### src/rtl/fcdc_pkg.sv
package fcdc_pkg;
    // ----------------------------------------
    // sizes
    // ----------------------------------------
    localparam int NCH = 4;
    localparam int NEXT = 2;
    localparam int NPERI = 4;
    localparam int AW = 8;
    localparam int DW = 32;
    localparam int CNT_W = 24;
    localparam int GAP_CYCLES = 16;

    // ----------------------------------------
    // register map
    // ----------------------------------------
    localparam logic [3:0] OFS_SRC = 4'h0;
    localparam logic [3:0] OFS_DST = 4'h4;
    localparam logic [3:0] OFS_CNT = 4'h8;
    localparam logic [3:0] OFS_CTL = 4'hc;
    localparam logic [AW-1:0] OFS_OP = 8'h40;
    localparam int CH_LSB = 4;
    localparam int COMMON_BIT = 6;
    localparam int TOP_BIT = 7;

    // ----------------------------------------
    // channel_control fields
    // ----------------------------------------
    localparam int B_DE = 0;
    localparam int B_TE = 1;
    localparam int B_IE = 2;
    localparam int B_SGL = 3;
    localparam int F_PSEL = 4;
    localparam int F_SIZE = 6;
    localparam int F_DET = 8;
    localparam int F_RSRC = 10;
    localparam int F_SM = 12;
    localparam int F_DM = 14;
    localparam int B_AL = 16;
    localparam int B_AM = 17;
    localparam int B_TL = 22;
    localparam int B_BURST = 24;
    localparam int B_INTM = 25;
    localparam int B_TOMEM = 26;
    localparam logic [DW-1:0] CTL_MASK_EXT = 32'h0743_ffff;
    localparam logic [DW-1:0] CTL_MASK_INT = 32'h0300_fff7;
    localparam logic [DW-1:0] CTL_RST = 32'h0000_0000;
    localparam int B_ME = 0;
    localparam int B_RR = 1;
    localparam logic [1:0] OP_RST = 2'h0;

    // ----------------------------------------
    // encodings
    // ----------------------------------------
    localparam logic [1:0] SZ_BYTE = 2'h0;
    localparam logic [1:0] SZ_LONG = 2'h2;
    localparam logic [1:0] SZ_16 = 2'h3;
    localparam logic [1:0] AM_INC = 2'h1;
    localparam logic [1:0] AM_DEC = 2'h2;
    localparam logic [1:0] RS_AUTO = 2'h0;
    localparam logic [1:0] RS_EXT = 2'h1;
    localparam logic [1:0] RS_PERI = 2'h2;
    localparam logic [1:0] DT_LOW = 2'h0;
    localparam logic [1:0] DT_HIGH = 2'h1;
    localparam logic [1:0] DT_RISE = 2'h2;
    localparam logic [1:0] DT_FALL = 2'h3;
    localparam logic [1:0] LAST_BEAT = 2'h3;
    localparam logic [CNT_W-1:0] CNT_ONE = 24'h00_0001;
    localparam logic [DW-1:0] BEAT_BYTES = 32'h0000_0004;
    localparam logic [DW-1:0] ONE_BYTE = 32'h0000_0001;

    typedef enum logic [1:0] {ST_IDLE, ST_READ, ST_WRITE, ST_GAP} fcdc_state_e;

    // a 16-byte unit moves as four longword beats
    function automatic logic [DW-1:0] fcdc_step(input logic [1:0] sz);
        fcdc_step = (sz == SZ_16) ? BEAT_BYTES : (ONE_BYTE << sz);
    endfunction : fcdc_step
endpackage : fcdc_pkg

### src/rtl/fcdc_req_detect.sv
`timescale 1ns/100ps
module fcdc_req_detect (
    input wire logic clk_sys,
    input wire logic resetn,
    input wire logic req_in,
    input wire logic [1:0] mode,
    input wire logic consume,
    output logic pending
);
    import fcdc_pkg::*;

    logic prev;
    logic armed;
    logic edge_flag;
    logic hit;

    // armed keeps a line that is already high at release from looking like an edge
    always_ff @(posedge clk_sys) begin
        if (!resetn) begin
            prev <= 1'b0;
            armed <= 1'b0;
        end else begin
            prev <= req_in;
            armed <= 1'b1;
        end
    end

    always_comb begin
        hit = 1'b0;
        if (armed && mode == DT_RISE) begin
            hit = req_in & ~prev;
        end else if (armed && mode == DT_FALL) begin
            hit = ~req_in & prev;
        end
    end

    // an edge seen in the cycle it is consumed stays pending
    always_ff @(posedge clk_sys) begin
        if (!resetn) begin
            edge_flag <= 1'b0;
        end else begin
            edge_flag <= hit | (edge_flag & ~consume);
        end
    end

    always_comb begin
        case (mode)
            DT_LOW: pending = ~req_in;
            DT_HIGH: pending = req_in;
            default: pending = edge_flag;
        endcase
    end
endmodule : fcdc_req_detect

### src/rtl/fcdc_top.sv
`timescale 1ns/100ps
// How it works
// - four channels; only channels 0 and 1 own request, acknowledge, end pins
// - unit is byte, word, longword or sixteen bytes as four longwords
// - dual address reads then writes; single address does one cycle
// - request comes from pin, a peripheral port, or auto request
// - cycle steal, normal or intermittent, or burst, per channel
// - fixed priority with channel 0 first, or round robin
// - finished count raises the interrupt when enabled
// - pin request seen as low, high, rising or falling edge
// - acknowledge and end polarities are set independently
// - outside device drives request; we drive acknowledge and end
// - source address is read/write and shows next read address
// - single mode from device leaves source address untouched
// - destination address is read/write and shows next write address
// - single mode towards device leaves destination address untouched
// - count one means one transfer, zero means two to the 24
// - reading count shows transfers still to do
// - count top byte reads zero and takes no write
// - a sixteen byte unit counts once
// - addresses and count have no reset value
// - end polarity bit: 0 active low, 1 active high
// - acknowledge in read (0) or write (1) cycle; always in single mode
// - acknowledge polarity bit: 0 active low, 1 active high
module fcdc_top #(
    parameter int GAP = fcdc_pkg::GAP_CYCLES
) (
    input wire logic clk_sys,
    input wire logic resetn,
    input wire logic [fcdc_pkg::AW-1:0] reg_addr,
    input wire logic [fcdc_pkg::DW-1:0] reg_wdata,
    input wire logic reg_wr,
    input wire logic reg_rd,
    output logic [fcdc_pkg::DW-1:0] reg_rdata,
    input wire logic [fcdc_pkg::NEXT-1:0] transfer_request_in,
    output logic [fcdc_pkg::NEXT-1:0] request_acknowledge_out,
    output logic [fcdc_pkg::NEXT-1:0] transfer_end_out,
    input wire logic [fcdc_pkg::NPERI-1:0] periph_request,
    output logic [fcdc_pkg::NPERI-1:0] periph_served,
    output logic mem_req,
    output logic mem_we,
    output logic [1:0] mem_size,
    output logic [fcdc_pkg::DW-1:0] mem_addr,
    output logic [fcdc_pkg::DW-1:0] mem_wdata,
    input wire logic [fcdc_pkg::DW-1:0] mem_rdata,
    input wire logic mem_ack,
    output logic irq
);
    import fcdc_pkg::*;

    // ----------------------------------------
    // storage
    // ----------------------------------------
    logic [DW-1:0] src [NCH];
    logic [DW-1:0] dst [NCH];
    logic [CNT_W-1:0] cnt [NCH];
    logic [DW-1:0] ctl [NCH];
    logic [1:0] op;

    fcdc_state_e state;
    logic [1:0] cur;
    logic [1:0] last;
    logic [1:0] beat;
    logic [15:0] gap_cnt;
    logic [DW-1:0] data;

    logic map_ok;
    logic [1:0] ch_sel;
    logic [3:0] reg_sel;
    logic [NCH-1:0] ch_wr;
    logic [NCH-1:0] ext_req;
    logic [NEXT-1:0] ext_pend;
    logic [NCH-1:0] req;
    logic [NCH-1:0] elig;
    logic [NCH-1:0] consume;
    logic grant_ok;
    logic [1:0] grant;
    logic [1:0] idx;
    logic [DW-1:0] cctl;
    logic [DW-1:0] gctl;
    logic [1:0] csize;
    logic sgl;
    logic [DW-1:0] step;
    logic rd_done;
    logic wr_done;
    logic beat_end;
    logic unit_end;
    logic last_unit;
    fcdc_state_e first_cur;
    fcdc_state_e first_grant;
    logic [DW-1:0] next_src;
    logic [DW-1:0] next_dst;

    // ----------------------------------------
    // register decode
    // ----------------------------------------
    assign map_ok = !reg_addr[TOP_BIT] && !reg_addr[COMMON_BIT];
    assign ch_sel = reg_addr[CH_LSB +: 2];
    assign reg_sel = reg_addr[3:0];

    always_comb begin
        for (int i = 0; i < NCH; i++) begin
            ch_wr[i] = reg_wr && map_ok && (ch_sel == 2'(i));
        end
    end

    // ----------------------------------------
    // request sources
    // ----------------------------------------
    // pins on two channels
    genvar g;
    generate
        for (g = 0; g < NEXT; g++) begin : gen_det
            fcdc_req_detect u_det (
                .clk_sys(clk_sys),
                .resetn(resetn),
                .req_in(transfer_request_in[g]),
                .mode(ctl[g][F_DET +: 2]),
                .consume(consume[g]),
                .pending(ext_pend[g])
            );
        end
    endgenerate

    assign ext_req = NCH'(ext_pend);

    always_comb begin
        for (int i = 0; i < NCH; i++) begin
            case (ctl[i][F_RSRC +: 2])
                RS_AUTO: req[i] = 1'b1;
                RS_EXT: req[i] = ext_req[i];
                RS_PERI: req[i] = periph_request[ctl[i][F_PSEL +: 2]];
                default: req[i] = 1'b0;
            endcase
            elig[i] = op[B_ME] & ctl[i][B_DE] & ~ctl[i][B_TE] & req[i];
            consume[i] = unit_end && (cur == 2'(i));
            periph_served[i] = 1'b0;
        end
        for (int i = 0; i < NCH; i++) begin
            if (consume[i] && ctl[i][F_RSRC +: 2] == RS_PERI) begin
                periph_served[ctl[i][F_PSEL +: 2]] = 1'b1;
            end
        end
    end

    // ----------------------------------------
    // arbitration
    // ----------------------------------------
    // fixed or round robin; descending loop lets the lowest slot win
    always_comb begin
        grant_ok = 1'b0;
        grant = '0;
        idx = '0;
        for (int k = NCH - 1; k >= 0; k--) begin
            idx = op[B_RR] ? 2'(last + 2'(k) + 2'(1)) : 2'(k);
            if (elig[idx]) begin
                grant_ok = 1'b1;
                grant = idx;
            end
        end
    end

    // ----------------------------------------
    // current transfer decode
    // ----------------------------------------
    assign cctl = ctl[cur];
    assign gctl = ctl[grant];
    assign csize = cctl[F_SIZE +: 2];
    assign sgl = cctl[B_SGL];
    assign step = fcdc_step(csize);
    assign rd_done = (state == ST_READ) && mem_ack;
    assign wr_done = (state == ST_WRITE) && mem_ack;
    // single mode ends a beat on either cycle
    assign beat_end = sgl ? (rd_done || wr_done) : wr_done;
    // four beats make one counted unit
    assign unit_end = beat_end && (csize != SZ_16 || beat == LAST_BEAT);
    assign last_unit = (cnt[cur] == CNT_ONE);
    assign first_cur = (sgl && cctl[B_TOMEM]) ? ST_WRITE : ST_READ;
    assign first_grant = (gctl[B_SGL] && gctl[B_TOMEM]) ? ST_WRITE : ST_READ;

    always_comb begin
        case (cctl[F_SM +: 2])
            AM_INC: next_src = src[cur] + step;
            AM_DEC: next_src = src[cur] - step;
            default: next_src = src[cur];
        endcase
        case (cctl[F_DM +: 2])
            AM_INC: next_dst = dst[cur] + step;
            AM_DEC: next_dst = dst[cur] - step;
            default: next_dst = dst[cur];
        endcase
    end

    // ----------------------------------------
    // transfer engine
    // ----------------------------------------
    always_ff @(posedge clk_sys) begin
        if (!resetn) begin
            state <= ST_IDLE;
            cur <= '0;
            last <= '0;
            beat <= '0;
            gap_cnt <= '0;
            data <= '0;
        end else begin
            case (state)
                ST_IDLE: begin
                    if (grant_ok) begin
                        cur <= grant;
                        last <= grant;
                        beat <= '0;
                        state <= first_grant;
                    end
                end
                ST_READ: begin
                    if (mem_ack) begin
                        data <= mem_rdata;
                        // dual mode follows the read with a write
                        if (!sgl) begin
                            state <= ST_WRITE;
                        end
                    end
                end
                ST_WRITE: begin
                end
                ST_GAP: begin
                    if (gap_cnt == '0) begin
                        state <= ST_IDLE;
                    end else begin
                        gap_cnt <= gap_cnt - 16'(1);
                    end
                end
                default: state <= ST_IDLE;
            endcase
            if (beat_end && !unit_end) begin
                beat <= beat + 2'(1);
                state <= first_cur;
            end else if (unit_end) begin
                beat <= '0;
                if (last_unit) begin
                    state <= ST_IDLE;
                // burst keeps the bus, intermittent leaves a gap
                end else if (cctl[B_BURST] && elig[cur]) begin
                    state <= first_cur;
                end else if (cctl[B_INTM] && !cctl[B_BURST]) begin
                    state <= ST_GAP;
                    gap_cnt <= 16'(GAP - 1);
                end else begin
                    state <= ST_IDLE;
                end
            end
        end
    end

    // ----------------------------------------
    // address and count registers
    // ----------------------------------------
    // left without reset, software loads them before enabling
    always_ff @(posedge clk_sys) begin
        for (int i = 0; i < NCH; i++) begin
            if (ch_wr[i] && reg_sel == OFS_SRC) begin
                src[i] <= reg_wdata;
            end
            if (ch_wr[i] && reg_sel == OFS_DST) begin
                dst[i] <= reg_wdata;
            end
            if (ch_wr[i] && reg_sel == OFS_CNT) begin
                cnt[i] <= reg_wdata[CNT_W-1:0];
            end
        end
        // source moves on each read; no read in single from device
        if (rd_done) begin
            src[cur] <= next_src;
        end
        // destination moves on each write; no write towards device
        if (wr_done) begin
            dst[cur] <= next_dst;
        end
        // zero wraps to all ones, so zero gives the full range
        if (unit_end) begin
            cnt[cur] <= cnt[cur] - CNT_ONE;
        end
    end

    // ----------------------------------------
    // control registers
    // ----------------------------------------
    always_ff @(posedge clk_sys) begin
        if (!resetn) begin
            for (int i = 0; i < NCH; i++) begin
                ctl[i] <= CTL_RST;
            end
            op <= OP_RST;
        end else begin
            for (int i = 0; i < NCH; i++) begin
                if (ch_wr[i] && reg_sel == OFS_CTL) begin
                    ctl[i] <= reg_wdata & ((i < NEXT) ? CTL_MASK_EXT : CTL_MASK_INT);
                    ctl[i][B_TE] <= ctl[i][B_TE] & reg_wdata[B_TE];
                end
                // end flag, set beats a clear in the same cycle
                if (unit_end && last_unit && cur == 2'(i)) begin
                    ctl[i][B_TE] <= 1'b1;
                end
            end
            if (reg_wr && reg_addr == OFS_OP) begin
                op <= reg_wdata[1:0];
            end
        end
    end

    // ----------------------------------------
    // register read
    // ----------------------------------------
    always_ff @(posedge clk_sys) begin
        if (!resetn) begin
            reg_rdata <= '0;
        end else if (reg_rd && reg_addr == OFS_OP) begin
            reg_rdata <= DW'(op);
        end else if (reg_rd && map_ok) begin
            case (reg_sel)
                OFS_SRC: reg_rdata <= src[ch_sel];
                OFS_DST: reg_rdata <= dst[ch_sel];
                // live remaining count; top byte zero
                OFS_CNT: reg_rdata <= DW'(cnt[ch_sel]);
                OFS_CTL: reg_rdata <= ctl[ch_sel];
                default: reg_rdata <= '0;
            endcase
        end else begin
            reg_rdata <= '0;
        end
    end

    // ----------------------------------------
    // bus and pins
    // ----------------------------------------
    assign mem_req = (state == ST_READ) || (state == ST_WRITE);
    assign mem_we = (state == ST_WRITE);
    // sixteen byte units go out as longword beats
    assign mem_size = (csize == SZ_16) ? SZ_LONG : csize;
    assign mem_wdata = data;
    assign mem_addr = (state == ST_READ) ? src[cur] : (state == ST_WRITE) ? dst[cur] : '0;

    // end flag gated by its enable
    always_comb begin
        irq = 1'b0;
        for (int i = 0; i < NCH; i++) begin
            irq = irq | (ctl[i][B_TE] & ctl[i][B_IE]);
        end
    end

    logic [NEXT-1:0] ack_act;
    logic [NEXT-1:0] end_act;
    // pins driven towards the outside device
    always_comb begin
        for (int i = 0; i < NEXT; i++) begin
            // cycle choice in dual mode, always in single mode
            ack_act[i] = mem_req && cur == 2'(i) && (ctl[i][B_SGL]
                || (ctl[i][F_RSRC +: 2] == RS_EXT && (mem_we == ctl[i][B_AM])));
            // end pin through the final unit
            end_act[i] = mem_req && cur == 2'(i) && last_unit;
            request_acknowledge_out[i] = ~(ack_act[i] ^ ctl[i][B_AL]);
            transfer_end_out[i] = ~(end_act[i] ^ ctl[i][B_TL]);
        end
    end

    logic [CNT_W-1:0] cnt_cur;
    logic [DW-1:0] src_cur;
    assign cnt_cur = cnt[cur];
    assign src_cur = src[cur];
endmodule : fcdc_top

### config.mk
export PLATFORM = sky130hd
export DESIGN_NAME = fcdc_top
export DESIGN_NICKNAME = d
export VERILOG_FILES = /design/src/rtl/fcdc_pkg.sv /design/src/rtl/fcdc_req_detect.sv /design/src/rtl/fcdc_top.sv
export SDC_FILE = /design/constraint.sdc
export NUM_CORES = 1
export LEC_CHECK = 0
export BUFFER_PORTS_ARGS = -buffer_cell sky130_fd_sc_hd__buf_2
export CAP_MARGIN = 20
export CORE_UTILIZATION = 30
export CTS_BUF_LIST = sky130_fd_sc_hd__clkbuf_16
export CTS_CLUSTER_DIAMETER = 80
export DETAILED_ROUTE_END_ITERATION = 8
export PLACE_DENSITY = 0.52
export REMOVE_ABC_BUFFERS = 1
export SYNTH_ARGS = -nofsm -noshare
export SYNTH_HDL_FRONTEND = slang
export SYNTH_SLANG_ARGS = --single-unit
### constraint.sdc
create_clock -name clk_sys -period 18 [get_ports clk_sys]
set_input_delay 1.8 -clock clk_sys [delete_from_list [all_inputs] [get_ports clk_sys]]
set_output_delay 1.8 -clock clk_sys [all_outputs]
set_load 0.02 [all_outputs]
Word-level counts from Yosys, hierarchy flattened
Memory sizes are Yosys's and may differ from the RTL's. A register that Yosys moved wholly into a read port is not among the register bits.
Cells that the tools add are included.
{ "word_totals": {"reg_bits": 93, "ram_bits": 440, "inputBits": 83, "out_inout_bits": 109, "elab_cells": 436, "mem_count": 4} }
{ "op_classes": {"addsub": 13, "n_lt_le_gt_ge": 13, "n_eq_ne": 39, "n_shift": 1, "mux": 188, "bitwise": 66, "n_reduce_logical": 99} }
{ "mem_list": {"columns": ["name", "depth", "width", "rd", "rd_clocked_by_memory_dff", "wr", "line", "rtl"], "rows": [
  ["dst", 4, 32, 2, 1, 2, "fcdc_top.sv:55", "logic [DW-1:0] dst [NCH];"],
  ["src", 4, 32, 2, 1, 2, "fcdc_top.sv:54", "logic [DW-1:0] src [NCH];"],
  ["cnt", 4, 24, 2, 1, 2, "fcdc_top.sv:56", "logic [CNT_W-1:0] cnt [NCH];"],
  ["ctl", 4, 22, 7, 1, 4, "fcdc_top.sv:57", "logic [DW-1:0] ctl [NCH];"]
]} }
{ "op_table": {"columns": ["cell", "count"], "rows": [
  ["2-to-1 mux 32 bit", 9],
  ["OR reduction 32 bit", 6],
  ["one-hot mux 32 bit (2 select lines)", 2],
  ["one-hot mux 32 bit (4 select lines)", 1],
  ["2-to-1 mux 16 bit", 7],
  ["2-to-1 mux 1 bit", 95],
  ["2-to-1 mux 22 bit", 4],
  ["2-to-1 mux 2 bit", 43],
  ["2-to-1 mux 24 bit", 3],
  ["OR reduction 24 bit", 3],
  ["adder 32 bit", 2],
  ["subtractor 32 bit", 2],
  ["logical AND 1 bit", 62],
  ["equality test 2 bit, second input constant", 18],
  ["<< shifter 1 x 2 -> 32 bit, first input constant", 1],
  ["less-than comparator 2 x 3 -> 1 bit, second input constant", 9],
  ["AND 1 bit", 26],
  ["equality test 24 x 1 -> 1 bit, second input constant", 1],
  ["subtractor 24 x 1 -> 24 bit, second input constant", 1],
  ["binary-select mux 1 bit (select 2 bit)", 9],
  ["equality test 2 x 1 -> 1 bit, second input constant", 9],
  ["logical NOT 2 bit", 9],
  ["OR 1 bit", 17],
  ["logical NOT 16 bit", 1],
  ["other kinds (27)", 79]
]} }

Logic depth before layout (Yosys ltp)
An unclocked memory read counts as a cell.
{ "logic_depth": {"word_depth": 18, "mapped_depth": 25, "ltp_nobuf": 21} }

Hierarchy
A second synthesis with hierarchy kept.
{ "hier_totals": {"hier_cells": 3091, "hier_area_um2": 32567.5} }
{ "by_module_without_submodules": {"columns": ["module", "instances", "cells_per_inst", "area_each_um2", "seq_area_each_um2"], "rows": [
  ["fcdc_top", 1, 3065, 32327.3, 14714.1],
  ["fcdc_req_detect", 2, 13, 120.1, 60.1]
]} }

Worst setup path after synthesis
Ideal clock, no wire load.
{ "synth_timing": {"path_kind": "input port to flip-flop", "start": "input port reg_addr[4] (netlist bit)", "end": "memory dst[3][0] (enable)", "setup_ps": 466, "arrival_time_ps": 5532, "required_ps": 17534, "path_slack_ps": 12003, "cell_stages": 5, "path_buffers": 3, "cell_sequence": "clkbuf_1 > clkbuf_1 > buf_1 > nand3_1 > o21ai_0"} }
{ "synth_rtl": {"columns": ["item", "line", "rtl"], "rows": [
  ["start, declared", "fcdc_top.sv:30", "input wire logic [fcdc_pkg::AW-1:0] reg_addr,"],
  ["end, declared", "fcdc_top.sv:55", null]
]} }

==> impl_metrics.csv <==
group,metric,value,unit
synth,yosys_warnings,0,
power,p_per_area,97.5,mW/mm2
clock_tree,clock_path_buffers,3,
worst_setup_path,crit_path_top_delay_cell,"dfxtp_4",
flow_run,maxCapViolations,0,
global_routing,grt_pass1_vias,23902,
clock_tree,cts_resized,0,
placed_design,post-dp-hpwl,75700,um
sta,tightestPinTransition,1.09,ns
clock_tree,clkTransAtPathRegs,0.06,ns
floorplan,std_cell_rows,119,
route,vias,24908,
synth,synth.avg_cell_area,10.7,um2
sta,rsz0062_at_grt,"false",
synth,synth_area,0.0318,mm2
synth,yosysTopAreaCell,"edfxtp_1",
synth,syn_inst,2975,
worst_setup_path,crit_path_cell_trace,"buf_4, mux4_2, nand2_1, nor2_1, nor2_1, nand2_2, buf_4, or4b_2, o22a_1, o221ai_1, buf_2",
clock_tree,postCtsSetupBuffers,0,
finish,n_antenna_cell,0,
placed_design,placed_cell_area,0.0342,mm2
finish,finalNetCount,3201,
clock_tree,cts_tree,"done",
floorplan,io_pins,192,
placed_design,portBuffers,191,
worst_setup_path,r2r_slack,11.31,ns
worst_setup_path,start_kind,"flop",
global_routing,antenna_found_initial,10,
route,first_iter_violations,2537,
placed_design,dp_slack,11.39,ns
route,drt_wl_total,114000,um
global_routing,grtUsageTotal,0.208,
sta,finalMaxSlewViolations,0,
global_routing,grt_pass1_wl,165000,um
worst_setup_path,cp-end-kind,"output port",
route,drt_first_pass_iters,7,
worst_setup_path,cp_max_fo,51,
power,p_leak,13.2,nW
sta,fmax,142,MHz
synth,async_flop_share,0,
clock_tree,cts_htree_levels,2,
synth,yosys_most_used_dff,"edfxtp_1",
route,postRouteAntennaNets,0,
finish,final_cell_area,0.0363,mm2
floorplan,fp.dieH,328,um
clock_tree,cts_hold_buf,0,
worst_setup_path,max_stage_delay,0.81,ns
sta,period_share,0.390,
clock_tree,clock_sinks,525,
clock_tree,clockRootBuffer,"clkbuf_16",
synth,synth_top_cell_area_share,0.406,
finish,multiInputGateArea,0.0160,mm2
worst_setup_path,arrival,5.22,ns
clock_tree,cts_made_buffers,60,
worst_setup_path,worst_ep_required_time,16.20,ns
finish,drive_gt1_frac,0.201,
worst_hold_path,hp-class,"reg2reg",
finish,seq_area,0.0148,mm2
synth,synth_cell_types,85,
sta,slew_headroom,0.272,
route,drc,0,
finish,fillers,10501,
floorplan,design.core.area,0.105,mm2
outcome,status,"finished, final reports clean",
power,max-vdd-ir-drop,95.1,uV
sta,worst_slack,10.98,ns
sta,finalSetupTns,0,ns
placed_design,gp_congestion,0.887,
finish,area_growth,14.1,%
worst_setup_path,crit_type,"reg2out",
synth,synth-edff-count,430,
floorplan,die_w,328,um
route,post_drt_wl_per_cell,25.4,um
synth,yosysSeqAreaShare,0.466,
sta,clock-skew-final,0.0328,ns
synth,synth.area.top_cells,"edfxtp_1, mux4_2, o21ai_0, dfxtp_1, nand2_1",
route,vias_per_cell,5.55,
floorplan,dieArea,0.107,mm2
sta,final-hold-violation-count,0,
floorplan,initial_utilization,0.302,
global_routing,grt_max_degree,67,
sta,finalSetupViolations,0,
synth,ys_ff_latch,525,
global_routing,overflow,0,
clock_tree,clock_latency,0.66,ns
sta,min_period,7.02,ns
## worst max-delay path: cells and delay by family (launching register included)
family	cells	cell delay (ns)
AOI/OAI and AO/OA	2	0.28
buffers and inverters	3	1.22
DFF	1	0.81
muxes	1	0.49
and+or+nand+nor	5	1.68
## cell families after synthesis
logic type	synth area share
compound gates	0.155
xor+xnor	0.0273
fa+ha+maj	0.0284
buf+inv	0.0364
flops	0.466
mux	0.160
simple gates	0.128
## final cells by class
class | count | share of cell area
inverters | 61 | 0.00631
clock buffers | 61 | 0.0420
well taps | 1391 | 0.0479
clock inverters | 51 | 0.0149
repair buffers | 245 | 0.0388
flip-flops and latches | 525 | 0.408
multi-input cells | 2154 | 0.442
## stage by stage
step           total power, mW  utilization  hold slack, ns  instances
5_1_grt                   3.67        0.345           0.466       4488
3_3_place_gp              2.25        0.325           0.439       4375
3_5_place_dp              2.25        0.325           0.445       4376
6_report                  3.54        0.345           0.448       4488
4_1_cts                   3.56        0.345           0.453       4488
2_1_floorplan             1.92            -           0.447       2740
## sequential cells by signal, summed over array words and instances (netlist names), named ones only
register	count
dst	128
src	128
cnt	96
ctl	78
mem_wdata	32
reg_rdata	32
gap_cnt	16
beat	2
gen_det.u_det.edge_flag	2
gen_det.u_det.prev	2
last	2
op	2
state	2
gen_det.u_det.armed	1
## final timing paths
check | from | end | depth (start not counted)
hold / removal | mem_wdata[26] | mem_wdata[26] | 2
hold reg to reg | mem_wdata[26] | mem_wdata[26] | 2
setup / recovery | flop | periph_served[3] | 11
setup reg to reg | flop | src[3][29] | 21
## layout by cell type (no fill, tap or decap), types with 93 or more instances in the layout
| cell type | instances |
|---|---|
| edfxtp_1 | 430 |
| mux4_2 | 204 |
| buf_2 | 189 |
| nand2_1 | 497 |
| nor2_1 | 119 |
| and2_1 | 94 |
| dfxtp_1 | 93 |
| o21ai_0 | 384 |
| a21oi_1 | 165 |
## metal layers
| metal | vias to the layer above | GRT usage | share of wire |
|---|---|---|---|
| li1 | 11319 | - | - |
| met1 | 12307 | 0.275 | 0.41 |
| met2 | 1064 | 0.337 | 0.47 |
| met3 | 204 | 0.0329 | 0.075 |
| met4 | 14 | 0.0878 | 0.044 |
| met5 | - | 0 | 0.00068 |
## cells in the mapped netlist, drive strengths merged, types with 6 or more instances
library cell and count:
xnor2 68, and3 12, nor2b 13, ha 69, nand3 34, nand2b 10
xor2 31, nor2 123, nand2 505, a22oi 61, o21a 9, nor3 42
a31oi 19, mux4 204, nand4 6, a21o 19, or3 16, a22o 36
o221ai 8, a211oi 14, o21ai 408, dfxtp 95, edfxtp 430, buf 44
a21oi 166, or2 11, and2 95, inv 60, o21bai 13, a311oi 6
mux2 12, clkbuf 191, nor4 9, o211ai 6, nand3b 8, o31ai 7
mux2i 35, a221oi 6
## power breakdown
part / switching (mW) / internal, mW
Clock: 0.534 / 0.771
Sequential: 0.0229 / 1.37
Combinational: 0.565 / 0.276
Total: 1.12 / 2.42
Power figures use the tool's default switching activity.
